### src/design/qos_sched_pkg.sv
// Shared constants for the Layer 2 priority scheduler
package qos_sched_pkg;
  // Register byte offsets
  localparam logic [7:0] CTRL_OFS = 8'h00;
  localparam logic [7:0] MODEM_RATE_OFS = 8'h04;
  localparam logic [7:0] QOS_RATE_OFS = 8'h08;
  localparam logic [7:0] PORT_CFG_OFS = 8'h0C;
  localparam logic [7:0] STATUS_OFS = 8'h10;
  localparam logic [7:0] INT_STAT_OFS = 8'h14;
  localparam logic [7:0] INT_MASK_OFS = 8'h18;
  localparam logic [7:0] OCCUPANCY_OFS = 8'h1C;
  localparam logic [7:0] DROP_BASE_OFS = 8'h20;
  // Field positions
  localparam int CTRL_EN_BIT = 0;
  localparam int CTRL_MODE_LSB = 1;
  localparam int PORT_TRUNK_LSB = 8;
  // Reset values
  localparam logic [31:0] CTRL_RST = 32'h0000_0000;
  localparam logic [14:0] MODEM_RATE_RST = 15'h03E8;
  localparam logic [11:0] PORT_CFG_RST = 12'h000;
  localparam logic [31:0] SLVERR_DATA = 32'hDEAD_BEEF;
  // Sizes
  localparam int NUM_PORTS = 4;
  localparam int NUM_QUEUES = 4;
  localparam int LEN_W = 11;
  localparam int OCC_W = 18;
  localparam int FIFO_DEPTH = 8;
  localparam logic [OCC_W-1:0] STORE_BYTES = 18'h20000;
  // Rate quantisation, rates in kbit/s
  localparam logic [14:0] FINE_LIMIT_KBPS = 15'h03E8;
  localparam logic [14:0] FINE_STEP_KBPS = 15'h0040;
  localparam logic [14:0] COARSE_STEP_KBPS = 15'h03E8;
  // Credit accounting: kbit/s added per cycle, a byte costs clock_hz * 8 / 1000
  localparam longint CLOCK_HZ = 250000000;
  localparam longint BYTE_COST_L = CLOCK_HZ * 8 / 1000;
  localparam int CRED_W = 40;
  localparam logic [CRED_W-1:0] BYTE_COST = CRED_W'(BYTE_COST_L);
  localparam logic [CRED_W-1:0] CRED_CAP = CRED_W'(BYTE_COST_L * 2048);
  // Classification modes
  typedef enum logic [1:0] {MODE_PORT, MODE_VLAN, MODE_PORT_VLAN, MODE_RSVD} mode_type;
endpackage : qos_sched_pkg

### src/design/frame_len_queue.sv
// One priority queue: frame length store with full and empty flags
`timescale 1ns/10ps
`default_nettype none
module frame_len_queue (
  input wire logic clk,
  input wire logic rst_n,
  input wire logic push,
  input wire logic [qos_sched_pkg::LEN_W-1:0] push_len,
  input wire logic pop,
  output logic full,
  output logic empty,
  output logic [qos_sched_pkg::LEN_W-1:0] head_len
);
  localparam int PW = $clog2(qos_sched_pkg::FIFO_DEPTH);
  logic [qos_sched_pkg::LEN_W-1:0] mem_q [qos_sched_pkg::FIFO_DEPTH];
  logic [qos_sched_pkg::LEN_W-1:0] mem_d [qos_sched_pkg::FIFO_DEPTH];
  logic [PW:0] wr_q, wr_d, rd_q, rd_d;

  // Pointer status
  assign full = (wr_q[PW] != rd_q[PW]) && (wr_q[PW-1:0] == rd_q[PW-1:0]);
  assign empty = (wr_q == rd_q);
  assign head_len = mem_q[rd_q[PW-1:0]];

  // Next pointers and storage
  always_comb begin
    mem_d = mem_q;
    wr_d = wr_q;
    rd_d = rd_q;
    if (push && !full) begin
      mem_d[wr_q[PW-1:0]] = push_len;
      wr_d = wr_q + 1'b1;
    end
    if (pop && !empty) begin
      rd_d = rd_q + 1'b1;
    end
  end

  // Register state
  always_ff @(posedge clk or negedge rst_n) begin
    if (!rst_n) begin
      wr_q <= '0;
      rd_q <= '0;
      for (int i = 0; i < qos_sched_pkg::FIFO_DEPTH; i++) begin
        mem_q[i] <= '0;
      end
    end else begin
      wr_q <= wr_d;
      rd_q <= rd_d;
      mem_q <= mem_d;
    end
  end
endmodule : frame_len_queue
`default_nettype wire

### src/design/l2_priority_sched.sv
// Layer 2 priority classifier, shared store, strict scheduler and rate trimmer
//
// Added by the designer: the AXI4-Lite slave port and the address map.
`timescale 1ns/10ps
`default_nettype none
module l2_priority_sched (
  input wire logic ref_clk,
  input wire logic arst_n,
  // Ingress frame descriptors, one per cycle
  input wire logic in_valid,
  output logic in_ready,
  input wire logic [1:0] in_port,
  input wire logic [qos_sched_pkg::LEN_W-1:0] in_len,
  input wire logic in_tagged,
  input wire logic [2:0] in_pcp,
  // Egress descriptors to the modem transmit path
  output logic out_valid,
  input wire logic out_ready,
  output logic [1:0] out_queue,
  output logic [qos_sched_pkg::LEN_W-1:0] out_len,
  // Packet processor enable pin
  input wire logic pp_enable,
  output logic irq,
  // AXI4-Lite slave
  input wire logic [7:0] s_axi_awaddr,
  input wire logic s_axi_awvalid,
  output logic s_axi_awready,
  input wire logic [31:0] s_axi_wdata,
  input wire logic [3:0] s_axi_wstrb,
  input wire logic s_axi_wvalid,
  output logic s_axi_wready,
  output logic [1:0] s_axi_bresp,
  output logic s_axi_bvalid,
  input wire logic s_axi_bready,
  input wire logic [7:0] s_axi_araddr,
  input wire logic s_axi_arvalid,
  output logic s_axi_arready,
  output logic [31:0] s_axi_rdata,
  output logic [1:0] s_axi_rresp,
  output logic s_axi_rvalid,
  input wire logic s_axi_rready
);
  localparam int NQ = qos_sched_pkg::NUM_QUEUES;
  localparam int CW = qos_sched_pkg::CRED_W;

  // Reset release and pin synchroniser
  logic rst_meta_q, rst_n;
  logic pp_meta_q, pp_sync_q;
  always_ff @(posedge ref_clk or negedge arst_n) begin
    if (!arst_n) begin
      rst_meta_q <= 1'b0;
      rst_n <= 1'b0;
    end else begin
      rst_meta_q <= 1'b1;
      rst_n <= rst_meta_q;
    end
  end
  always_ff @(posedge ref_clk or negedge rst_n) begin
    if (!rst_n) begin
      pp_meta_q <= 1'b0;
      pp_sync_q <= 1'b0;
    end else begin
      pp_meta_q <= pp_enable;
      pp_sync_q <= pp_meta_q;
    end
  end

  // Software state
  logic [31:0] ctrl_q, ctrl_d;
  logic [14:0] modem_rate_q, modem_rate_d;
  logic [11:0] port_cfg_q, port_cfg_d;
  logic [3:0] int_stat_q, int_stat_d, int_mask_q, int_mask_d;
  logic [31:0] drop_q [qos_sched_pkg::NUM_PORTS];
  logic [31:0] drop_d [qos_sched_pkg::NUM_PORTS];
  logic [qos_sched_pkg::OCC_W-1:0] occ_q, occ_d;

  logic sched_en;
  qos_sched_pkg::mode_type mode;
  assign mode = qos_sched_pkg::mode_type'(ctrl_q[qos_sched_pkg::CTRL_MODE_LSB +: 2]);
  assign sched_en = ctrl_q[qos_sched_pkg::CTRL_EN_BIT] && !pp_sync_q;

  // Scheduling rate quantisation, one bit wider so the top modem rates round up without wrapping
  logic [15:0] qos_rate;
  always_comb begin
    if (modem_rate_q <= qos_sched_pkg::FINE_LIMIT_KBPS) begin
      qos_rate = 16'((modem_rate_q + qos_sched_pkg::FINE_STEP_KBPS - 15'h0001)
                 & ~(qos_sched_pkg::FINE_STEP_KBPS - 15'h0001));
    end else begin
      qos_rate = 16'(((17'(modem_rate_q) + 17'(qos_sched_pkg::COARSE_STEP_KBPS) - 17'h00001)
                 / 17'(qos_sched_pkg::COARSE_STEP_KBPS)) * 17'(qos_sched_pkg::COARSE_STEP_KBPS));
    end
  end

  // Classification of the arriving frame
  logic [1:0] port_prio, in_queue;
  logic port_trunk;
  assign port_prio = port_cfg_q[{in_port, 1'b0} +: 2];
  assign port_trunk = port_cfg_q[qos_sched_pkg::PORT_TRUNK_LSB + int'(in_port)];
  always_comb begin
    in_queue = 2'h0;
    if (!sched_en) begin
      in_queue = 2'h0; // Disabled: single lowest queue, plain order
    end else if (mode == qos_sched_pkg::MODE_VLAN || (mode == qos_sched_pkg::MODE_PORT_VLAN && port_trunk)) begin
      in_queue = in_tagged ? in_pcp[2:1] : 2'h0;
    end else begin
      in_queue = port_prio;
    end
  end

  // Queues and store admission
  logic [NQ-1:0] q_full, q_empty, q_push, q_pop;
  logic [qos_sched_pkg::LEN_W-1:0] q_head [NQ];
  logic fits, accept, drop;
  assign fits = ({1'b0, occ_q} + (qos_sched_pkg::OCC_W+1)'(in_len))
                <= {1'b0, qos_sched_pkg::STORE_BYTES};
  assign accept = in_valid && fits && !q_full[in_queue];
  assign drop = in_valid && !accept;
  assign in_ready = 1'b1;

  genvar g;
  generate
    for (g = 0; g < NQ; g++) begin : g_queue
      assign q_push[g] = accept && (in_queue == 2'(g));
      frame_len_queue u_queue (
        .clk(ref_clk),
        .rst_n(rst_n),
        .push(q_push[g]),
        .push_len(in_len),
        .pop(q_pop[g]),
        .full(q_full[g]),
        .empty(q_empty[g]),
        .head_len(q_head[g])
      );
    end
  endgenerate

  // Strict priority pick, highest queue number first
  logic pick_valid;
  logic [1:0] pick_q;
  always_comb begin
    pick_valid = 1'b0;
    pick_q = 2'h0;
    for (int i = 0; i < NQ; i++) begin
      if (!q_empty[i]) begin
        pick_valid = 1'b1;
        pick_q = 2'(i);
      end
    end
  end

  // Credit buckets: scheduling rate and modem rate
  logic signed [CW-1:0] qos_cred_q, qos_cred_d, tx_cred_q, tx_cred_d;
  logic [CW-1:0] cost;
  logic dispatch, out_free;
  logic out_valid_q, out_valid_d;
  logic [1:0] out_queue_q, out_queue_d;
  logic [qos_sched_pkg::LEN_W-1:0] out_len_q, out_len_d;
  assign out_free = !out_valid_q || out_ready;
  assign dispatch = pick_valid && out_free && !qos_cred_q[CW-1] && !tx_cred_q[CW-1];
  assign cost = CW'(q_head[pick_q]) * qos_sched_pkg::BYTE_COST;
  assign q_pop = dispatch ? (4'h1 << pick_q) : 4'h0;

  always_comb begin
    qos_cred_d = qos_cred_q + CW'(qos_rate);
    tx_cred_d = tx_cred_q + CW'(modem_rate_q);
    if (qos_cred_d > $signed(qos_sched_pkg::CRED_CAP)) begin
      qos_cred_d = qos_sched_pkg::CRED_CAP;
    end
    if (tx_cred_d > $signed(qos_sched_pkg::CRED_CAP)) begin
      tx_cred_d = qos_sched_pkg::CRED_CAP;
    end
    if (dispatch) begin
      qos_cred_d = qos_cred_d - $signed(cost);
      tx_cred_d = tx_cred_d - $signed(cost);
    end
    out_valid_d = out_free ? dispatch : out_valid_q;
    out_queue_d = dispatch ? pick_q : out_queue_q;
    out_len_d = dispatch ? q_head[pick_q] : out_len_q;
  end

  always_ff @(posedge ref_clk or negedge rst_n) begin
    if (!rst_n) begin
      qos_cred_q <= '0;
      tx_cred_q <= '0;
      out_valid_q <= 1'b0;
      out_queue_q <= 2'h0;
      out_len_q <= '0;
    end else begin
      qos_cred_q <= qos_cred_d;
      tx_cred_q <= tx_cred_d;
      out_valid_q <= out_valid_d;
      out_queue_q <= out_queue_d;
      out_len_q <= out_len_d;
    end
  end
  assign out_valid = out_valid_q;
  assign out_queue = out_queue_q;
  assign out_len = out_len_q;

  // AXI4-Lite channel state
  logic aw_hold_q, aw_hold_d, w_hold_q, w_hold_d, bvalid_q, bvalid_d, rvalid_q, rvalid_d;
  logic [7:0] awaddr_q, awaddr_d;
  logic [31:0] wdata_q, wdata_d, rdata_q, rdata_d;
  logic [3:0] wstrb_q, wstrb_d;
  logic [1:0] bresp_q, bresp_d, rresp_q, rresp_d;
  logic wr_go, wr_hit;
  logic [31:0] rd_val;
  logic rd_hit;

  assign s_axi_awready = !aw_hold_q && !bvalid_q;
  assign s_axi_wready = !w_hold_q && !bvalid_q;
  assign s_axi_arready = !rvalid_q;
  assign s_axi_bvalid = bvalid_q;
  assign s_axi_bresp = bresp_q;
  assign s_axi_rvalid = rvalid_q;
  assign s_axi_rdata = rdata_q;
  assign s_axi_rresp = rresp_q;
  assign wr_go = aw_hold_q && w_hold_q;
  assign wr_hit = (awaddr_q[7:2] <= qos_sched_pkg::DROP_BASE_OFS[7:2] + 6'h03);

  // Read decode
  always_comb begin
    rd_hit = 1'b1;
    rd_val = 32'h0000_0000;
    case ({s_axi_araddr[7:2], 2'b00})
      qos_sched_pkg::CTRL_OFS: rd_val = ctrl_q;
      qos_sched_pkg::MODEM_RATE_OFS: rd_val = {17'h00000, modem_rate_q};
      qos_sched_pkg::QOS_RATE_OFS: rd_val = {16'h0000, qos_rate};
      qos_sched_pkg::PORT_CFG_OFS: rd_val = {20'h00000, port_cfg_q};
      qos_sched_pkg::STATUS_OFS: rd_val = {27'h0000000, ~q_empty, sched_en};
      qos_sched_pkg::INT_STAT_OFS: rd_val = {28'h0000000, int_stat_q};
      qos_sched_pkg::INT_MASK_OFS: rd_val = {28'h0000000, int_mask_q};
      qos_sched_pkg::OCCUPANCY_OFS: rd_val = {14'h0000, occ_q};
      default: begin
        if (s_axi_araddr[7:4] == qos_sched_pkg::DROP_BASE_OFS[7:4]) begin
          rd_val = drop_q[s_axi_araddr[3:2]];
        end else begin
          rd_hit = 1'b0;
          rd_val = qos_sched_pkg::SLVERR_DATA;
        end
      end
    endcase
  end

  // Bus channels, register writes, drop counting and interrupt status
  always_comb begin
    aw_hold_d = aw_hold_q;
    w_hold_d = w_hold_q;
    awaddr_d = awaddr_q;
    wdata_d = wdata_q;
    wstrb_d = wstrb_q;
    bvalid_d = bvalid_q && !s_axi_bready;
    bresp_d = bresp_q;
    rvalid_d = rvalid_q && !s_axi_rready;
    rdata_d = rdata_q;
    rresp_d = rresp_q;
    ctrl_d = ctrl_q;
    modem_rate_d = modem_rate_q;
    port_cfg_d = port_cfg_q;
    int_mask_d = int_mask_q;
    int_stat_d = int_stat_q;
    drop_d = drop_q;
    if (s_axi_awvalid && s_axi_awready) begin
      aw_hold_d = 1'b1;
      awaddr_d = s_axi_awaddr;
    end
    if (s_axi_wvalid && s_axi_wready) begin
      w_hold_d = 1'b1;
      wdata_d = s_axi_wdata;
      wstrb_d = s_axi_wstrb;
    end
    if (wr_go) begin
      aw_hold_d = 1'b0;
      w_hold_d = 1'b0;
      bvalid_d = 1'b1;
      bresp_d = wr_hit ? 2'h0 : 2'h2;
      for (int b = 0; b < 4; b++) begin
        if (wstrb_q[b]) begin
          case ({awaddr_q[7:2], 2'b00})
            qos_sched_pkg::CTRL_OFS: ctrl_d[8*b +: 8] = wdata_q[8*b +: 8];
            default: ;
          endcase
        end
      end
      case ({awaddr_q[7:2], 2'b00})
        qos_sched_pkg::MODEM_RATE_OFS: begin
          if (wstrb_q[0]) modem_rate_d[7:0] = wdata_q[7:0];
          if (wstrb_q[1]) modem_rate_d[14:8] = wdata_q[14:8];
        end
        qos_sched_pkg::PORT_CFG_OFS: begin
          if (wstrb_q[0]) port_cfg_d[7:0] = wdata_q[7:0];
          if (wstrb_q[1]) port_cfg_d[11:8] = wdata_q[11:8];
        end
        qos_sched_pkg::INT_STAT_OFS: if (wstrb_q[0]) int_stat_d = int_stat_q & ~wdata_q[3:0];
        qos_sched_pkg::INT_MASK_OFS: if (wstrb_q[0]) int_mask_d = wdata_q[3:0];
        default: ;
      endcase
    end
    if (s_axi_arvalid && s_axi_arready) begin
      rvalid_d = 1'b1;
      rdata_d = rd_val;
      rresp_d = rd_hit ? 2'h0 : 2'h2;
    end
    if (drop) begin
      drop_d[in_port] = drop_q[in_port] + 32'h0000_0001;
      int_stat_d[in_port] = 1'b1; // Set wins over clear
    end
  end

  // Store occupancy follows admitted and dispatched bytes
  always_comb begin
    occ_d = occ_q;
    if (accept) occ_d = occ_d + qos_sched_pkg::OCC_W'(in_len);
    if (dispatch) occ_d = occ_d - qos_sched_pkg::OCC_W'(q_head[pick_q]);
  end

  always_ff @(posedge ref_clk or negedge rst_n) begin
    if (!rst_n) begin
      aw_hold_q <= 1'b0;
      w_hold_q <= 1'b0;
      awaddr_q <= 8'h00;
      wdata_q <= 32'h0000_0000;
      wstrb_q <= 4'h0;
      bvalid_q <= 1'b0;
      bresp_q <= 2'h0;
      rvalid_q <= 1'b0;
      rdata_q <= 32'h0000_0000;
      rresp_q <= 2'h0;
      ctrl_q <= qos_sched_pkg::CTRL_RST;
      modem_rate_q <= qos_sched_pkg::MODEM_RATE_RST;
      port_cfg_q <= qos_sched_pkg::PORT_CFG_RST;
      int_stat_q <= 4'h0;
      int_mask_q <= 4'h0;
      occ_q <= '0;
      for (int p = 0; p < qos_sched_pkg::NUM_PORTS; p++) begin
        drop_q[p] <= 32'h0000_0000;
      end
    end else begin
      aw_hold_q <= aw_hold_d;
      w_hold_q <= w_hold_d;
      awaddr_q <= awaddr_d;
      wdata_q <= wdata_d;
      wstrb_q <= wstrb_d;
      bvalid_q <= bvalid_d;
      bresp_q <= bresp_d;
      rvalid_q <= rvalid_d;
      rdata_q <= rdata_d;
      rresp_q <= rresp_d;
      ctrl_q <= ctrl_d;
      modem_rate_q <= modem_rate_d;
      port_cfg_q <= port_cfg_d;
      int_stat_q <= int_stat_d;
      int_mask_q <= int_mask_d;
      occ_q <= occ_d;
      drop_q <= drop_d;
    end
  end

  // Level interrupt from unmasked drop events
  assign irq = |(int_stat_q & int_mask_q);
endmodule : l2_priority_sched
`default_nettype wire

### config.mk
export PLATFORM = sky130hd
export DESIGN_NAME = l2_priority_sched
export DESIGN_NICKNAME = d
export VERILOG_FILES = /design/src/design/qos_sched_pkg.sv /design/src/design/frame_len_queue.sv /design/src/design/l2_priority_sched.sv
export SDC_FILE = /design/constraint.sdc
export NUM_CORES = 2
export LEC_CHECK = 0
export BUFFER_PORTS_ARGS = -buffer_cell sky130_fd_sc_hd__buf_4
export CAP_MARGIN = 20
export CORE_UTILIZATION = 60
export CTS_CLUSTER_SIZE = 40
export DETAILED_ROUTE_END_ITERATION = 12
export GPL_TIMING_DRIVEN = 0
export PLACE_DENSITY = 0.73
export SLEW_MARGIN = 25
export SYNTH_ARGS = -nofsm -noshare
export SYNTH_HDL_FRONTEND = slang
export SYNTH_SLANG_ARGS = --single-unit
### constraint.sdc
create_clock -name ref_clk -period 69.9 [get_ports ref_clk]
set_input_delay 20.97 -clock ref_clk [delete_from_list [all_inputs] [get_ports ref_clk]]
set_output_delay 20.97 -clock ref_clk [all_outputs]
set_load 0.05 [all_outputs]
==> summary.md <==
The worst path in the final design needs a cycle of 28.40 ns, including I/O delays and setup. The I/O pin count is 136. The core region area is 77300 um^2.

The final number of hold-violating endpoints was 0. The post-detailed-route wirelength per cell works out to 22.9 um. STA classifies the critical path startpoint as an input pin. The post-CTS repair timing setup buffer count is 0. In the post-synthesis netlist, the cell with the most instances is sky130_fd_sc_hd__dfrtp_1.

The run gives 60.6% as the effective utilization at floorplan. Summed over its instances, the top area cell type makes up 40.9% of the synthesized netlist area. The floorplan step defined a die boundary enclosing 79200 um^2. The cell count after synthesis was 4262. The clock latency of the later-clocked register in the worst-skew pair was 0.65 ns. The tool flagged a number of max-cap violations equal to 0. The number of gates resized after CTS was 0. Entering global routing, the biggest net connects 55 pins.

Summed over all layers, the global routing overflow is 0. The largest area contributor in the netlist is sky130_fd_sc_hd__dfrtp_1. For this run, the leading register cell type out of synthesis is sky130_fd_sc_hd__dfrtp_1.

Ranked by instance count, the synthesized netlist is headed by 766 x sky130_fd_sc_hd__dfrtp_1, 506 x sky130_fd_sc_hd__mux2_2, 372 x sky130_fd_sc_hd__nand2_1, 279 x sky130_fd_sc_hd__o21ai_0, 215 x sky130_fd_sc_hd__ha_1. In this run, CTS created clock tree buffers numbering 84. The filler cells instantiated in the layout total 5828. The number of buffers and inverters on the critical path is 3.

After synthesis, the largest family of logic cells by area is multiplexers. Adder and majority cell fraction of the synthesized area: 8.07%. The logs give 35100 for the via count of the first global-routing pass and 28.95 ns for the data arrival at the endpoint of the critical path. For this run, design rule violations remaining after detail routing come to 0. For the pin with the worst max-slew slack, the measured transition is 1.14 ns. The setup slack of the worst register-to-register path came out at 51.86 ns. Setup repair after global routing left no endpoint under its margin.

The die is 281 um tall. The portion of the clock cycle consumed by the worst path in the final layout was 40.6%. The first global-routing pass estimated 199 mm of wire. Across all hold checks on the routed design, the worst slack comes to 0.351 ns. The setup TNS is 0 ns. The total count of max-transition violations in the final report is 0, and the routed via count divided by cell count is 6.28.

The number of antenna violations at the first check in global routing is 5, and the total via count after detailed routing is 35200. Based on the critical path, the design can be clocked at up to 0.0352 GHz. The number of buffers added on ports works out to 127. The sequential share of the synthesized area came out at 41.2%. The number of enable-type register cells in the synthesized netlist is 0. The total half-perimeter wirelength after legalization and detailed placement is 94.2 mm, and the xor-xnor portion of the synthesized cell area is 4.56%. The fraction of registers with async set or reset after synthesis came out at 100%. The floorplan has 102 rows.

Summing the areas of all compound-gate instances in the mapped netlist gives 10.9% of the synthesized area. The tools report the root buffer cell as sky130_fd_sc_hd__clkbuf_16. By area the synthesized netlist is led by sky130_fd_sc_hd__dfrtp_1 41%, sky130_fd_sc_hd__mux2_2 12%, sky130_fd_sc_hd__mux4_2 7.4%. Hold repair after CTS inserted 0 buffers. For this run, the number of Yosys warnings is 0. The cell at the slowest stage of the critical path was sky130_fd_sc_hd__buf_1.

The clock net in this run drives a total of 772 sinks. Counting distinct cell types in the post-synthesis netlist gives 113. CTS built an H-tree with a depth of 3.

At the worst endpoint, the required time is 70.45 ns. Setup slack on the critical path of the routed design comes to 41.50 ns. Final instance area: 52400 um^2.

For this run, the slowest stage of the critical path takes 0.46 ns. The post-synthesis sequential element count is 772, and the count of nets after finishing is 4849. TritonCTS built the clock tree.

Clock-pin slew was measured on the worst setup and hold paths at 0.06 ns. The final worst clock skew is 0.0275 ns. The synthesized area per cell came out at 11.0 um^2.

The tools report the element type at the critical path end as a flop. For the number of nets with antenna violations after detailed routing, the log shows 0. Summing the areas of all and, or, nand and nor instances in the mapped netlist gives 10.9% of the synthesized area. Summed over all layers, the routed wires come to 128 mm.

The summed instance area of the synthesized netlist is 46900 um^2. From synthesis to final layout, the design area changed by 11.8%. In this run the tightest slew margin relative to its limit is 23.9%. The clock passes through at most 3 buffers. The number of failing setup endpoints in the final timing report is 0. The portion of synthesized area spent on multiplexers is 20.6%. Overall die width: 281 um. Class of the worst hold path: reg -> reg. The cell type group with the largest total delay on the critical path is compound AO/OA/AOI/OAI gates.

The run finished with clean final reports. Of the cells placed in the final design, the portion with a size suffix greater than 1 is 22.9%. The worst setup timing slack at the placement stage was 41.05 ns. The all-layer global routing usage is 32.7%, and the highest net fanout along the worst path is 10.

The critical path in this run is classified as in -> reg. The first detailed-routing pass took 8 iterations. The standard cell area after detailed placement came out at 49600 um^2.

The placer congestion estimate is 0.954, and the DRC violation total after the first TritonRoute iteration is 2980.
metal layers:
layer,vias up,part of all wire [%],track usage (%)
li1,15900,-,-
met1,17800,42,45.0
met2,1246,47,52.4
met3,258,7.4,6.39
met4,4,3.1,10.5
met5,-,0.023,0
stage by stage:
| step | cells | utilization (%) |
|---|---|---|
| 2_1_floorplan | 4270 | - |
| 6_report | 5605 | 67.8 |
| 3_3_place_gp | 5437 | 63.5 |
| 3_5_place_dp | 5455 | 64.1 |
| 4_1_cts | 5604 | 67.7 |
| 5_1_grt | 5604 | 67.8 |
sequential cells by signal, summed over array words and instances, names as in the netlist, 18 cells and up:
register and cells:
occ_q 18, g_queue.u_queue.mem_q 352, qos_cred_q 37, wdata_q 32
ctrl_q 32, drop_q 128, s_axi_rdata 32, tx_cred_q 40
kinds of logic after synthesis:
kind of cell	count (synthesis)
muxes	709
DFF	772
other	2
buffers and inverters	438
xor gates and xnor gates	244
AOI/OAI and AO/OA	784
adders and majority gates	270
and+or+nand+nor	1043
cell usage in the layout (no fill, tap or decap), types with 134 or more instances in the layout:
cell type,Yosys,routed
sky130_fd_sc_hd__ha_1,215,215
sky130_fd_sc_hd__clkbuf_1,199,213
sky130_fd_sc_hd__mux2_2,506,506
sky130_fd_sc_hd__xnor2_1,147,147
sky130_fd_sc_hd__dfrtp_1,766,765
sky130_fd_sc_hd__buf_4,6,134
sky130_fd_sc_hd__o21ai_0,279,279
sky130_fd_sc_hd__inv_1,185,185
sky130_fd_sc_hd__mux4_2,155,155
sky130_fd_sc_hd__nor2_1,204,204
sky130_fd_sc_hd__nand2_1,372,372
path summary, 6_finish.rpt:
check,depth (start not counted),from,endpoint
worst max-delay path,35,in_len[0],occ_q[15]
worst min-delay path,0,rst_meta_q,rst_n
worst max register to register,65,modem_rate_q[1],qos_cred_q[32]
worst min register to register,0,rst_meta_q,rst_n
max in group asynchronous,1,arst_n,rst_n
min in group asynchronous,0,rst_n,drop_q[13]
cell type report:
class	count	area [um^2]	share of cell area, %
multi-input combinational	3060	25900	49.4
sequential	772	19300	36.9
clock buffer	120	2480	4.73
timing repair buffer	145	1370	2.61
tap	1040	1300	2.48
buffer	252	1000	1.91
inverter	186	698	1.33
clock inverter	29	309	0.590
antenna	1	2.50	0.00478
worst reg2reg max path, delay by kind of cell (launching register included):
| family | cells | cell delay, ns |
|---|---|---|
| XOR/XNOR | 1 | 0.14 |
| adder cells (fa/ha/maj) | 9 | 3.51 |
| AND/OR/NAND/NOR | 14 | 3.70 |
| AO/OA/AOI/OAI | 35 | 8.83 |
| flip-flops | 1 | 0.53 |
| buffers and inverters | 5 | 1.05 |
| multiplexers | 1 | 0.14 |
Power is not shown: default switching activity piles up to over one toggle a cycle in this logic, so the estimate is an artifact.
